## src/rtl/mgp_consts.vh

```
// Purpose: constants of the port block: register map, field positions, reset values, timing
// Assumes: 50 MHz clk_sys, 32-bit Avalon-MM register window, byte addresses
// Notes:   definitions only
`ifndef MGP_CONSTS_VH
`define MGP_CONSTS_VH

// register byte offsets
`define MGP_ADDR_W          6
`define MGP_OFS_P1_LATCH    6'h00
`define MGP_OFS_P3_LATCH    6'h04
`define MGP_OFS_P1_PINS     6'h08
`define MGP_OFS_P3_PINS     6'h0c
`define MGP_OFS_CTRL        6'h10
`define MGP_OFS_SERIAL_BUFFER_REG        6'h14
`define MGP_OFS_SSTAT       6'h18
`define MGP_OFS_TCTRL       6'h1c
`define MGP_OFS_T0          6'h20
`define MGP_OFS_T1          6'h24
`define MGP_OFS_T2          6'h28
`define MGP_OFS_T2_RELOAD   6'h2c
`define MGP_OFS_T2_CAPTURE  6'h30

// reset values
`define MGP_RST_LATCH       8'hff
`define MGP_RST_CTRL        7'h00
`define MGP_RST_TCTRL       8'h00
`define MGP_RST_TIMER       16'h0000

// control register fields
`define MGP_CTRL_P1_PUD     0
`define MGP_CTRL_P3_PUD     1
`define MGP_CTRL_EXT_MODE   2
`define MGP_CTRL_REN        3
`define MGP_CTRL_SMODE_LO   4
`define MGP_CTRL_SMODE_HI   5
`define MGP_CTRL_EXTERNAL_INTERRUPT_N_EN    6

// timer control fields
`define MGP_TC_RUN_LO       0
`define MGP_TC_RUN_HI       2
`define MGP_TC_CSEL_LO      3
`define MGP_TC_CSEL_HI      5
`define MGP_TC_T1_GATE      6
`define MGP_TC_T2_EXEN      7

// serial status fields
`define MGP_SS_TX_BUSY      0
`define MGP_SS_RX_FULL      1

// serial modes
`define MGP_SMODE_SHIFT     2'h0

// pin positions
`define MGP_P3_SER_DATA     0
`define MGP_P3_SER_TX       1
`define MGP_P3_INT0         2
`define MGP_P3_INTERRUPT_INPUT_1         3
`define MGP_P3_T0_EVT       4
`define MGP_P3_T1_EVT       5
`define MGP_P3_WR           6
`define MGP_P3_RD           7
`define MGP_P1_T2_EVT       0
`define MGP_P1_T2_TRIG      1

// timing
`define MGP_MC_DIV          4'hc
`define MGP_MC_LAST         4'hb
`define MGP_MC_HALF         4'h6
`define MGP_BAUD_MC         5'h10
`define MGP_BAUD_LAST       5'h0f
`define MGP_BAUD_MID        5'h08
`define MGP_SH_BITS         4'h8
`define MGP_UART_BITS       4'ha
`define MGP_RX_BITS         4'h9

`endif

```

## src/rtl/mgp_gpio_ports.v

```verilog
// Purpose: ports 1 and 3 with pads, pull-up control and alternate functions
// Assumes: Avalon-MM slave, byte addresses, one word per register
// Notes:   timers and serial port are reduced to what the pins need
//
// The Avalon-MM slave port and the register offsets were left to the implementer.
`timescale 1ns/10ps
`include "mgp_consts.vh"

// How it works
// - each pad enable is active high: high drives the pin, low listens
// - enable is the inverse of output ANDed with its two-clock delayed copy
// - per-port pull-up disable bit turns that port's pull-ups off
// - after reset all latches are high and pull-ups enabled
// - port 3 alternate inputs come straight from the pad input line
// - port 3 pins stay readable while used as alternate inputs
// - port 3 bits 0 and 1 output alternate output AND latch; bits 7 and 6 ignore the latch; idle alternates rest high
// - serial mode 0: data on bit 0, clock/12 on bit 1
// - serial modes 1 to 3: receive on bit 0, transmit on bit 1, full duplex
// - serial buffer access starts transmit; otherwise serial outputs stay high
// - receive enable gates reception so bit 0 inputs do not disturb it
// - interrupt 0 merges on-chip interrupts with the bit 2 external interrupt
// - interrupt 1 comes only from port 3 bit 3
// - timer mode counts once per machine cycle, clock/12
// - counter mode counts falling edges of the timer's event pin
// - timer 1 is gated by the level on port 3 bit 3
// - timer 0 has no gating
// - timer 2 trigger on port 1 bit 1 captures or reloads
// - bits 7 and 6 carry emulator or core read and write strobes
module mgp_gpio_ports (
    input  wire        clk_sys,           // system clock
    input  wire        reset,             // synchronous reset, active high
    input  wire [5:0]  avs_address,       // byte address
    input  wire        avs_read,          // read request
    input  wire        avs_write,         // write request
    input  wire [31:0] avs_writedata,     // write data
    input  wire [3:0]  avs_byteenable,    // byte enables
    output reg  [31:0] avs_readdata,      // read data
    output reg         avs_waitrequest,   // stall
    input  wire [7:0]  p1_pad_in,         // port 1 pad levels
    output wire [7:0]  p1_pad_out,        // port 1 pad data
    output wire [7:0]  p1_pad_oe,         // port 1 driver enables
    output reg         p1_pullup_en,      // port 1 pull-ups on
    input  wire [7:0]  p3_pad_in,         // port 3 pad levels
    output wire [7:0]  p3_pad_out,        // port 3 pad data
    output wire [7:0]  p3_pad_oe,         // port 3 driver enables
    output reg         p3_pullup_en,      // port 3 pull-ups on
    input  wire        onchip_irq,        // any on-chip interrupt pending
    input  wire        core_rd_n,         // core external read strobe
    input  wire        core_wr_n,         // core external write strobe
    output reg         int0_n,            // interrupt input 0 to core
    output reg         interrupt_input_1_n,            // interrupt input 1 to core
    output reg         emu_rd_n,          // emulator read strobe
    output reg         emu_wr_n           // emulator write strobe
);
    reg  [7:0]  p1_latch_ff;
    reg  [7:0]  p3_latch_ff;
    reg  [6:0]  ctrl_ff;
    reg  [7:0]  tctrl_ff;
    reg  [15:0] t0_ff;
    reg  [15:0] t1_ff;
    reg  [15:0] t2_ff;
    reg  [15:0] t2_reload_ff;
    reg  [15:0] t2_cap_ff;
    reg  [3:0]  mc_cnt_ff;
    reg  [7:0]  p1_prev_ff;
    reg  [7:0]  p3_prev_ff;
    reg         wait_ff;
    wire [7:0]  p1_din;
    wire [7:0]  p3_din;
    wire [7:0]  p1_nxt_do;
    reg  [7:0]  p3_nxt_do;
    // serial
    reg  [7:0]  tx_data_ff;
    reg  [9:0]  tx_sh_ff;
    reg  [3:0]  tx_bits_ff;
    reg         tx_busy_ff;
    reg         tx_go_ff;
    reg  [4:0]  tx_bt_ff;
    reg         alt_data_ff;
    reg         alt_tx_ff;
    reg  [7:0]  rx_sh_ff;
    reg  [7:0]  rx_buf_ff;
    reg  [3:0]  rx_bits_ff;
    reg  [4:0]  rx_bt_ff;
    reg         rx_busy_ff;
    reg         rx_full_ff;
    reg  [31:0] nxt_rdata;

    wire        req      = avs_read | avs_write;
    wire        take     = req & ~wait_ff;
    wire        wr_take  = avs_write & take & avs_byteenable[0];
    wire        rd_take  = avs_read & take;
    wire        mc_tick  = (mc_cnt_ff == `MGP_MC_LAST);
    wire        ext_mode = ctrl_ff[`MGP_CTRL_EXT_MODE];
    wire [1:0]  smode    = ctrl_ff[`MGP_CTRL_SMODE_HI:`MGP_CTRL_SMODE_LO];
    wire        shift_md = (smode == `MGP_SMODE_SHIFT);
    wire        serial_buffer_reg_wr  = wr_take & (avs_address == `MGP_OFS_SERIAL_BUFFER_REG);
    wire        serial_buffer_reg_rd  = rd_take & (avs_address == `MGP_OFS_SERIAL_BUFFER_REG);
    wire        serial_buffer_reg_go  = serial_buffer_reg_wr | serial_buffer_reg_rd;
    wire [7:0]  tx_byte  = serial_buffer_reg_wr ? avs_writedata[7:0] : tx_data_ff;
    wire [2:0]  run      = tctrl_ff[`MGP_TC_RUN_HI:`MGP_TC_RUN_LO];
    wire [2:0]  csel     = tctrl_ff[`MGP_TC_CSEL_HI:`MGP_TC_CSEL_LO];
    // falling edges of filtered event pins
    wire        t0_fall  = p3_prev_ff[`MGP_P3_T0_EVT] & ~p3_din[`MGP_P3_T0_EVT];
    wire        t1_fall  = p3_prev_ff[`MGP_P3_T1_EVT] & ~p3_din[`MGP_P3_T1_EVT];
    wire        t2_fall  = p1_prev_ff[`MGP_P1_T2_EVT] & ~p1_din[`MGP_P1_T2_EVT];
    wire        trig     = p1_prev_ff[`MGP_P1_T2_TRIG] & ~p1_din[`MGP_P1_T2_TRIG];
    wire        t0_step  = run[0] & (csel[0] ? t0_fall : mc_tick);
    wire        t1_open  = ~tctrl_ff[`MGP_TC_T1_GATE] | p3_din[`MGP_P3_INTERRUPT_INPUT_1];
    wire        t1_step  = run[1] & t1_open & (csel[1] ? t1_fall : mc_tick);
    wire        t2_step  = run[2] & (csel[2] ? t2_fall : mc_tick);
    wire        t2_trig  = tctrl_ff[`MGP_TC_T2_EXEN] & trig;

    assign p1_nxt_do = p1_latch_ff;

    always @* begin
        p3_nxt_do = p3_latch_ff;
        p3_nxt_do[`MGP_P3_SER_DATA] = alt_data_ff & p3_latch_ff[`MGP_P3_SER_DATA];
        p3_nxt_do[`MGP_P3_SER_TX]   = alt_tx_ff & p3_latch_ff[`MGP_P3_SER_TX];
        if (ext_mode) begin
            p3_nxt_do[`MGP_P3_WR] = 1'b1;
            p3_nxt_do[`MGP_P3_RD] = 1'b1;
        end else begin
            p3_nxt_do[`MGP_P3_WR] = core_wr_n;
            p3_nxt_do[`MGP_P3_RD] = core_rd_n;
        end
    end

    genvar gi;
    generate
        for (gi = 0; gi < 8; gi = gi + 1) begin : g_pad
            mgp_pad u_p1 (
                .clk_sys (clk_sys),
                .reset   (reset),
                .do_next (p1_nxt_do[gi]),
                .pad_in  (p1_pad_in[gi]),
                .pad_out (p1_pad_out[gi]),
                .pad_oe  (p1_pad_oe[gi]),
                .din     (p1_din[gi])
            );
            mgp_pad u_p3 (
                .clk_sys (clk_sys),
                .reset   (reset),
                .do_next (p3_nxt_do[gi]),
                .pad_in  (p3_pad_in[gi]),
                .pad_out (p3_pad_out[gi]),
                .pad_oe  (p3_pad_oe[gi]),
                .din     (p3_din[gi])
            );
        end
    endgenerate

    // register read mux
    always @* begin
        nxt_rdata = 32'h0000_0000;
        case (avs_address)
            `MGP_OFS_P1_LATCH:   nxt_rdata[7:0]  = p1_latch_ff;
            `MGP_OFS_P3_LATCH:   nxt_rdata[7:0]  = p3_latch_ff;
            `MGP_OFS_P1_PINS:    nxt_rdata[7:0]  = p1_din;
            `MGP_OFS_P3_PINS:    nxt_rdata[7:0]  = p3_din;
            `MGP_OFS_CTRL:       nxt_rdata[6:0]  = ctrl_ff;
            `MGP_OFS_SERIAL_BUFFER_REG:       nxt_rdata[7:0]  = rx_buf_ff;
            `MGP_OFS_SSTAT: begin
                nxt_rdata[`MGP_SS_TX_BUSY] = tx_busy_ff;
                nxt_rdata[`MGP_SS_RX_FULL] = rx_full_ff;
            end
            `MGP_OFS_TCTRL:      nxt_rdata[7:0]  = tctrl_ff;
            `MGP_OFS_T0:         nxt_rdata[15:0] = t0_ff;
            `MGP_OFS_T1:         nxt_rdata[15:0] = t1_ff;
            `MGP_OFS_T2:         nxt_rdata[15:0] = t2_ff;
            `MGP_OFS_T2_RELOAD:  nxt_rdata[15:0] = t2_reload_ff;
            `MGP_OFS_T2_CAPTURE: nxt_rdata[15:0] = t2_cap_ff;
            default:             nxt_rdata       = 32'h0000_0000;
        endcase
    end

    // bus slave: answer one cycle after the request appears
    always @(posedge clk_sys) begin
        if (reset) begin
            wait_ff         <= 1'b1;
            avs_waitrequest <= 1'b1;
            avs_readdata    <= 32'h0000_0000;
        end else begin
            wait_ff         <= ~(req & wait_ff);
            avs_waitrequest <= ~(req & wait_ff);
            if (req & wait_ff) begin
                avs_readdata <= avs_read ? nxt_rdata : 32'h0000_0000;
            end
        end
    end

    // software registers
    always @(posedge clk_sys) begin
        if (reset) begin
            p1_latch_ff  <= `MGP_RST_LATCH;
            p3_latch_ff  <= `MGP_RST_LATCH;
            ctrl_ff      <= `MGP_RST_CTRL;
            tctrl_ff     <= `MGP_RST_TCTRL;
            t2_reload_ff <= `MGP_RST_TIMER;
            tx_data_ff   <= 8'hff;
            p1_pullup_en <= 1'b1;
            p3_pullup_en <= 1'b1;
        end else begin
            p1_pullup_en <= ~ctrl_ff[`MGP_CTRL_P1_PUD];
            p3_pullup_en <= ~ctrl_ff[`MGP_CTRL_P3_PUD];
            if (wr_take) begin
                case (avs_address)
                    `MGP_OFS_P1_LATCH:  p1_latch_ff  <= avs_writedata[7:0];
                    `MGP_OFS_P3_LATCH:  p3_latch_ff  <= avs_writedata[7:0];
                    `MGP_OFS_CTRL:      ctrl_ff      <= avs_writedata[6:0];
                    `MGP_OFS_SERIAL_BUFFER_REG:      tx_data_ff   <= avs_writedata[7:0];
                    `MGP_OFS_TCTRL:     tctrl_ff     <= avs_writedata[7:0];
                    `MGP_OFS_T2_RELOAD: t2_reload_ff <= avs_writedata[15:0];
                    default:            tctrl_ff     <= tctrl_ff;
                endcase
            end
        end
    end

    // machine cycle divider, event edge history, core-facing inputs
    always @(posedge clk_sys) begin
        if (reset) begin
            mc_cnt_ff  <= 4'h0;
            p1_prev_ff <= 8'hff;
            p3_prev_ff <= 8'hff;
            int0_n     <= 1'b1;
            interrupt_input_1_n     <= 1'b1;
            emu_rd_n   <= 1'b1;
            emu_wr_n   <= 1'b1;
        end else begin
            mc_cnt_ff  <= mc_tick ? 4'h0 : mc_cnt_ff + 4'h1;
            p1_prev_ff <= p1_din;
            p3_prev_ff <= p3_din;
            // on-chip sources share interrupt 0 with the external pin
            int0_n     <= ~onchip_irq
                          & (p3_din[`MGP_P3_INT0] | ~ctrl_ff[`MGP_CTRL_EXTERNAL_INTERRUPT_N_EN]);
            interrupt_input_1_n     <= p3_din[`MGP_P3_INTERRUPT_INPUT_1];
            emu_rd_n   <= ext_mode ? p3_din[`MGP_P3_RD] : 1'b1;
            emu_wr_n   <= ext_mode ? p3_din[`MGP_P3_WR] : 1'b1;
        end
    end

    // timers
    always @(posedge clk_sys) begin
        if (reset) begin
            t0_ff     <= `MGP_RST_TIMER;
            t1_ff     <= `MGP_RST_TIMER;
            t2_ff     <= `MGP_RST_TIMER;
            t2_cap_ff <= `MGP_RST_TIMER;
        end else begin
            if (t0_step) begin
                t0_ff <= t0_ff + 16'h0001;
            end
            if (t1_step) begin
                t1_ff <= t1_ff + 16'h0001;
            end
            if (t2_trig & ~csel[2]) begin
                t2_ff <= t2_reload_ff;
            end else if (t2_step) begin
                t2_ff <= t2_ff + 16'h0001;
            end
            if (t2_trig & csel[2]) begin
                t2_cap_ff <= t2_ff;
            end
        end
    end

    // serial transmit; idle alternates rest high
    always @(posedge clk_sys) begin
        if (reset) begin
            tx_sh_ff    <= 10'h3ff;
            tx_bits_ff  <= 4'h0;
            tx_busy_ff  <= 1'b0;
            tx_bt_ff    <= 5'h00;
            tx_go_ff    <= 1'b0;
            alt_data_ff <= 1'b1;
            alt_tx_ff   <= 1'b1;
        end else if (serial_buffer_reg_go) begin
            tx_busy_ff <= 1'b1;
            tx_go_ff   <= 1'b0;
            tx_bt_ff   <= 5'h00;
            if (shift_md) begin
                tx_sh_ff   <= {2'h3, tx_byte};
                tx_bits_ff <= `MGP_SH_BITS;
            end else begin
                tx_sh_ff   <= {1'b1, tx_byte, 1'b0};
                tx_bits_ff <= `MGP_UART_BITS;
            end
        end else if (tx_busy_ff & ~tx_go_ff) begin
            // start on a machine cycle edge so the first bit gets a full period
            alt_data_ff <= 1'b1;
            alt_tx_ff   <= 1'b1;
            tx_go_ff    <= mc_tick;
        end else if (tx_busy_ff) begin
            if (shift_md) begin
                alt_data_ff <= tx_sh_ff[0];
                alt_tx_ff   <= (mc_cnt_ff >= `MGP_MC_HALF);
                if (mc_tick) begin
                    tx_sh_ff   <= {1'b1, tx_sh_ff[9:1]};
                    tx_bits_ff <= tx_bits_ff - 4'h1;
                    tx_busy_ff <= (tx_bits_ff != 4'h1);
                end
            end else begin
                alt_tx_ff <= tx_sh_ff[0];
                if (mc_tick) begin
                    tx_bt_ff <= tx_bt_ff + 5'h01;
                    if (tx_bt_ff == `MGP_BAUD_LAST) begin
                        tx_bt_ff   <= 5'h00;
                        tx_sh_ff   <= {1'b1, tx_sh_ff[9:1]};
                        tx_bits_ff <= tx_bits_ff - 4'h1;
                        tx_busy_ff <= (tx_bits_ff != 4'h1);
                    end
                end
            end
        end else begin
            alt_data_ff <= 1'b1;
            alt_tx_ff   <= 1'b1;
        end
    end

    // serial receive, independent of transmit
    always @(posedge clk_sys) begin
        if (reset) begin
            rx_sh_ff   <= 8'h00;
            rx_buf_ff  <= 8'h00;
            rx_bits_ff <= 4'h0;
            rx_bt_ff   <= 5'h00;
            rx_busy_ff <= 1'b0;
            rx_full_ff <= 1'b0;
        end else begin
            if (serial_buffer_reg_rd) begin
                rx_full_ff <= 1'b0;
            end
            if (~ctrl_ff[`MGP_CTRL_REN] | shift_md) begin
                rx_busy_ff <= 1'b0;
            end else if (~rx_busy_ff) begin
                if (p3_prev_ff[`MGP_P3_SER_DATA] & ~p3_din[`MGP_P3_SER_DATA]) begin
                    rx_busy_ff <= 1'b1;
                    rx_bt_ff   <= 5'h00;
                    rx_bits_ff <= `MGP_RX_BITS;
                end
            end else if (mc_tick) begin
                rx_bt_ff <= rx_bt_ff + 5'h01;
                if (rx_bt_ff == `MGP_BAUD_LAST) begin
                    rx_bt_ff <= 5'h00;
                end
                if (rx_bt_ff == `MGP_BAUD_MID) begin
                    rx_bits_ff <= rx_bits_ff - 4'h1;
                    if (rx_bits_ff == `MGP_RX_BITS) begin
                        rx_busy_ff <= ~p3_din[`MGP_P3_SER_DATA];
                    end else begin
                        rx_sh_ff <= {p3_din[`MGP_P3_SER_DATA], rx_sh_ff[7:1]};
                    end
                    if (rx_bits_ff == 4'h1) begin
                        rx_busy_ff <= 1'b0;
                        rx_buf_ff  <= {p3_din[`MGP_P3_SER_DATA], rx_sh_ff[7:1]};
                        rx_full_ff <= 1'b1;
                    end
                end
            end
        end
    end
endmodule // mgp_gpio_ports

```

## src/rtl/mgp_pad.v

```verilog
// Purpose: one port bit: registered pad data, delayed enable, filtered pad input
// Assumes: pad_in arrives from outside the clk_sys domain
// Notes:   enable high means the output driver is on
`timescale 1ns/10ps
module mgp_pad (
    input  wire clk_sys,   // system clock
    input  wire reset,     // synchronous reset, active high
    input  wire do_next,   // next pad output level
    input  wire pad_in,    // raw pad level
    output reg  pad_out,   // pad output level
    output reg  pad_oe,    // output driver enable
    output reg  din        // filtered pad input line
);
    reg s1_ff;
    reg s2_ff;
    reg s3_ff;
    reg do_d1_ff;

    always @(posedge clk_sys) begin
        if (reset) begin
            pad_out  <= 1'b1;
            do_d1_ff <= 1'b1;
            pad_oe   <= 1'b0;
            s1_ff    <= 1'b1;
            s2_ff    <= 1'b1;
            s3_ff    <= 1'b1;
            din      <= 1'b1;
        end else begin
            pad_out  <= do_next;
            do_d1_ff <= pad_out;
            // enable is the inverse of data AND two-clock delayed data
            pad_oe   <= ~(do_next & do_d1_ff);
            s1_ff    <= pad_in;
            s2_ff    <= s1_ff;
            s3_ff    <= s2_ff;
            if (s2_ff == s3_ff) begin
                din <= s3_ff;
            end
        end
    end
endmodule // mgp_pad

```

## config.mk

```make
export PLATFORM = sky130hd
export DESIGN_NAME = mgp_gpio_ports
export DESIGN_NICKNAME = d
export VERILOG_FILES = /design/src/rtl/mgp_gpio_ports.v /design/src/rtl/mgp_pad.v
export VERILOG_INCLUDE_DIRS = /design/src /design/src/rtl
export SDC_FILE = /design/constraint.sdc
export NUM_CORES = 1
export LEC_CHECK = 0
export ABC_AREA = 1
export BUFFER_PORTS_ARGS = -buffer_cell sky130_fd_sc_hd__buf_2
export CORE_MARGIN = 4
export CORE_UTILIZATION = 35
export DETAILED_ROUTE_END_ITERATION = 12
export PLACE_DENSITY = 0.59
export SYNTH_ARGS = -nofsm -noshare
export SYNTH_HDL_FRONTEND = slang
export SYNTH_SLANG_ARGS = --single-unit
```

## constraint.sdc

```tcl
create_clock -name clk_sys -period 4.5 [get_ports clk_sys]
set_input_delay 0.45 -clock clk_sys [delete_from_list [all_inputs] [get_ports clk_sys]]
set_output_delay 0.45 -clock clk_sys [all_outputs]
set_load 0.005 [all_outputs]
```

==> results.toml <==
[sta]
finClkSkew_ns = 0.0155
worst_slack_ns = 1.78
finalMaxSlewViolations = 0
whs_ns = 0.0973
fmax_mhz = 368
finalSetupTns_ns = 0
finalCritPeriodShare = 0.604
rsz0062_at_grt = "false"
worst_pin_slew_ns = 0.981
min_period_ns = 2.72
hold_violations = 0
setup_viol = 0
max_slew_margin = 0.343

[floorplanning]
die_area_um2 = 40200
fp.dieW_um = 201
die_h_um = 201
start_util = 0.355
io_pins = 136
rows = 70
core_area_um2 = 36600

[yosys]
synth_area_um2 = 13000
synth_compound_area_frac = 0.141
synth-seq-cells = 311
async_reset_ff_frac = 0
synth_top_family_by_area = "simple AND/OR/NAND/NOR gates"
ys_warn_count = 0
synthAdderAreaFrac = 0.0116
avgSynthCellArea_um2 = 7.55
synth_mux_area_frac = 0
synth-simple-area-share = 0.260
synth.distinct_cells = 44
postSynthCellCount = 1721
synthFlopType = "dfxtp_1"
synth_edf_count = 0
synthXorXnorAreaFrac = 0.0148
yosysSeqAreaShare = 0.479

[clock_network]
post_cts_buffers = 0
postCtsHoldBufs = 0
cts_max_level = 2
path_clk_slew_ns = 0.06
cts_max_path_buffers = 3
root_buffer = "clkbuf_16"
cts_buffers = 35
cts_resized = 0
cts_tree = "built"
clock_latency_ns = 0.53
clock_sinks = 311

[final_layout]
final_layout_size_suffix_gt1_frac = 0.151
final_cells = 2266
syn_to_final_growth_pct = 13.9
layout.area.seq_um2 = 6230
multiInputGateArea_um2 = 5620
nNetsFinal = 1850
diodes = 0
fillCellCount = 3792

[placement]
pre_cts_slack_ns = 1.74
port_buffers = 100
dp.final_hpwl_um = 24400
dpl.cell_count = 2204
place.gp.congestion = 0.893

[critical_path]
crit_family = "simple AND/OR/NAND/NOR gates"
ff2ff_setup_slack_ns = 1.78
reg2reg_from = "tctrl_ff[5]$_SDFFE_PP0P_"
required_ns = 4.95
setup.worst_path.start = "tctrl_ff[5]$_SDFFE_PP0P_"
path_max_fanout = 15
reg2reg_depth = 6
critPathCapture = "t2_ff[2]$_SDFFE_PP0P_"
reg2reg_to = "t2_ff[2]$_SDFFE_PP0P_"
path_buf_inv = 2
crit_slowest_cell = "nor2_1"
worst_path_most_repeated_cell = "inv_1"
crit_chain = "inv_1 > nand2_1 > inv_1 > nor2_1 > nand3_1 > a31oi_1"
end_kind = "register"
cp_num_cells = 6
critical_path.startpoint_type = "register"
max_stage_delay_ns = 0.83
critPathArrivalTime_ns = 3.17
crit_type = "reg -> reg"

[pwr]
power.leakage_nw = 6.06
ir_worst_vdd_v = 0.000249
finalPower_mw = 5.95
cellPowerDensity_nw_per_um2 = 402

[global_route]
grt_pass1_vias = 10531
antenna_found_initial = 2
grt_pass1_wl_um = 55200
grt_max_degree = 93
gr-total-overflow = 0
grt.total_usage = 0.166

[hold_path]
hp-class = "in -> reg"

[outcome]
status = "finished, final reports clean"

[routing]
num_vias = 11059
wl_per_cell_um = 15.2
drt_wl_total_um = 34400
antenna_left = 0
drt_iter0_markers = 705
drc = 0
via_per_inst = 4.88
firstDrtPassIters = 5

[job]
maxCapViolCount = 0
through the flow:
step / utilization / cell area (µm²)
floorplan: - / 13000
global route: 0.404 / 14800
finish: 0.404 / 14800
global placement: 0.371 / 13600
CTS: 0.404 / 14800
detailed placement: 0.371 / 13600
cells in the final DEF (no fill, tap or decap), types with 18 or more instances in the layout:
cell / Yosys / final
xor2_1: 20 / 20
nand2_1: 402 / 402
dfxtp_1: 311 / 311
o211ai_1: 18 / 18
buf_2: 11 / 99
a21oi_1: 140 / 140
o21ai_1: 18 / 18
nor2_1: 136 / 136
nand3_1: 80 / 80
or2_2: 72 / 72
o21ai_0: 122 / 122
nor3_1: 35 / 35
clkbuf_16: 0 / 35
inv_1: 143 / 142
state kept, by name, summed over array words and instances, names as in the netlist, 9 cells and up:
register and flops:
avs_readdata 16, t2_cap_ff 16, t2_reload_ff 16, t2_ff 16, t1_ff 16, t0_ff 16, tx_sh_ff 9
per-layer routing:
layer  GRT usage  wire, µm  part of all wire
met5           0        21           0.00061
met4      0.0553       966             0.028
met3      0.0376      1970             0.057
met2       0.262     15200              0.44
met1       0.226     16200              0.47
how the worst min path moves through the flow:
| stage | startpoint | cells past startpoint | slack, ns | end |
|---|---|---|---|---|
| after floorplan | ctrl_ff[0]$_SDFFE_PP0P_ | 1 | 0.38 | p1_pullup_en$_SDFF_PP1_ |
| after global placement | g_pad[4].u_p1.s1_ff$_SDFF_PP1_ | 1 | 0.39 | g_pad[4].u_p1.s2_ff$_SDFF_PP1_ |
| final | p1_pad_in[6] | 2 | 0.1 | g_pad[6].u_p1.s1_ff$_SDFF_PP1_ |
| after detailed placement | g_pad[5].u_p1.s1_ff$_SDFF_PP1_ | 1 | 0.39 | g_pad[5].u_p1.s2_ff$_SDFF_PP1_ |
| after global routing | p1_pad_in[6] | 2 | 0.08 | g_pad[6].u_p1.s1_ff$_SDFF_PP1_ |
| after CTS | p1_pad_in[7] | 2 | 0.08 | g_pad[7].u_p1.s1_ff$_SDFF_PP1_ |
area by class of cell:
cell class	instances	area share
clock buffers	53	0.0719
clock inverters	9	0.0101
inverters	154	0.0392
multi-input cells	1163	0.380
flip-flops and latches	311	0.421
well taps	468	0.0396
repair buffers	108	0.0381
Yosys cell counts, types with 11 or more instances:
cell / n / area (µm²)
buf_4: 51 / 383
nand4_1: 11 / 68.8
ha_1: 12 / 150
or2_2: 72 / 450
buf_2: 11 / 55.1
nor2_1: 136 / 510
xor2_1: 20 / 175
nand2_1: 402 / 1510
inv_1: 143 / 537
o21ai_1: 18 / 90.1
o21ai_0: 122 / 611
nor3_1: 35 / 175
a21oi_1: 140 / 701
dfxtp_1: 311 / 6230
o211ai_1: 18 / 135
clkbuf_1: 43 / 161
nand3_1: 80 / 400
a31oi_1: 16 / 100
nor2_2: 11 / 68.8
power by group:
part / switching, mW / internal, mW / leakage [nW]
sequential: 0.0138 / 2.78 / 2.52
combinational: 0.123 / 0.0545 / 2.94
clock: 1.16 / 1.82 / 0.595
cells by family (layout without fill, tap and decap cells):
logic type      after synthesis  count (layout)
other cells                   1              16
simple gates                773             773
buf+inv                     262             324
compound gates              340             340
flops                       311             311
xor+xnor                     22              22
fa+ha+maj                    12              12
(Power assumes the default switching activity.)
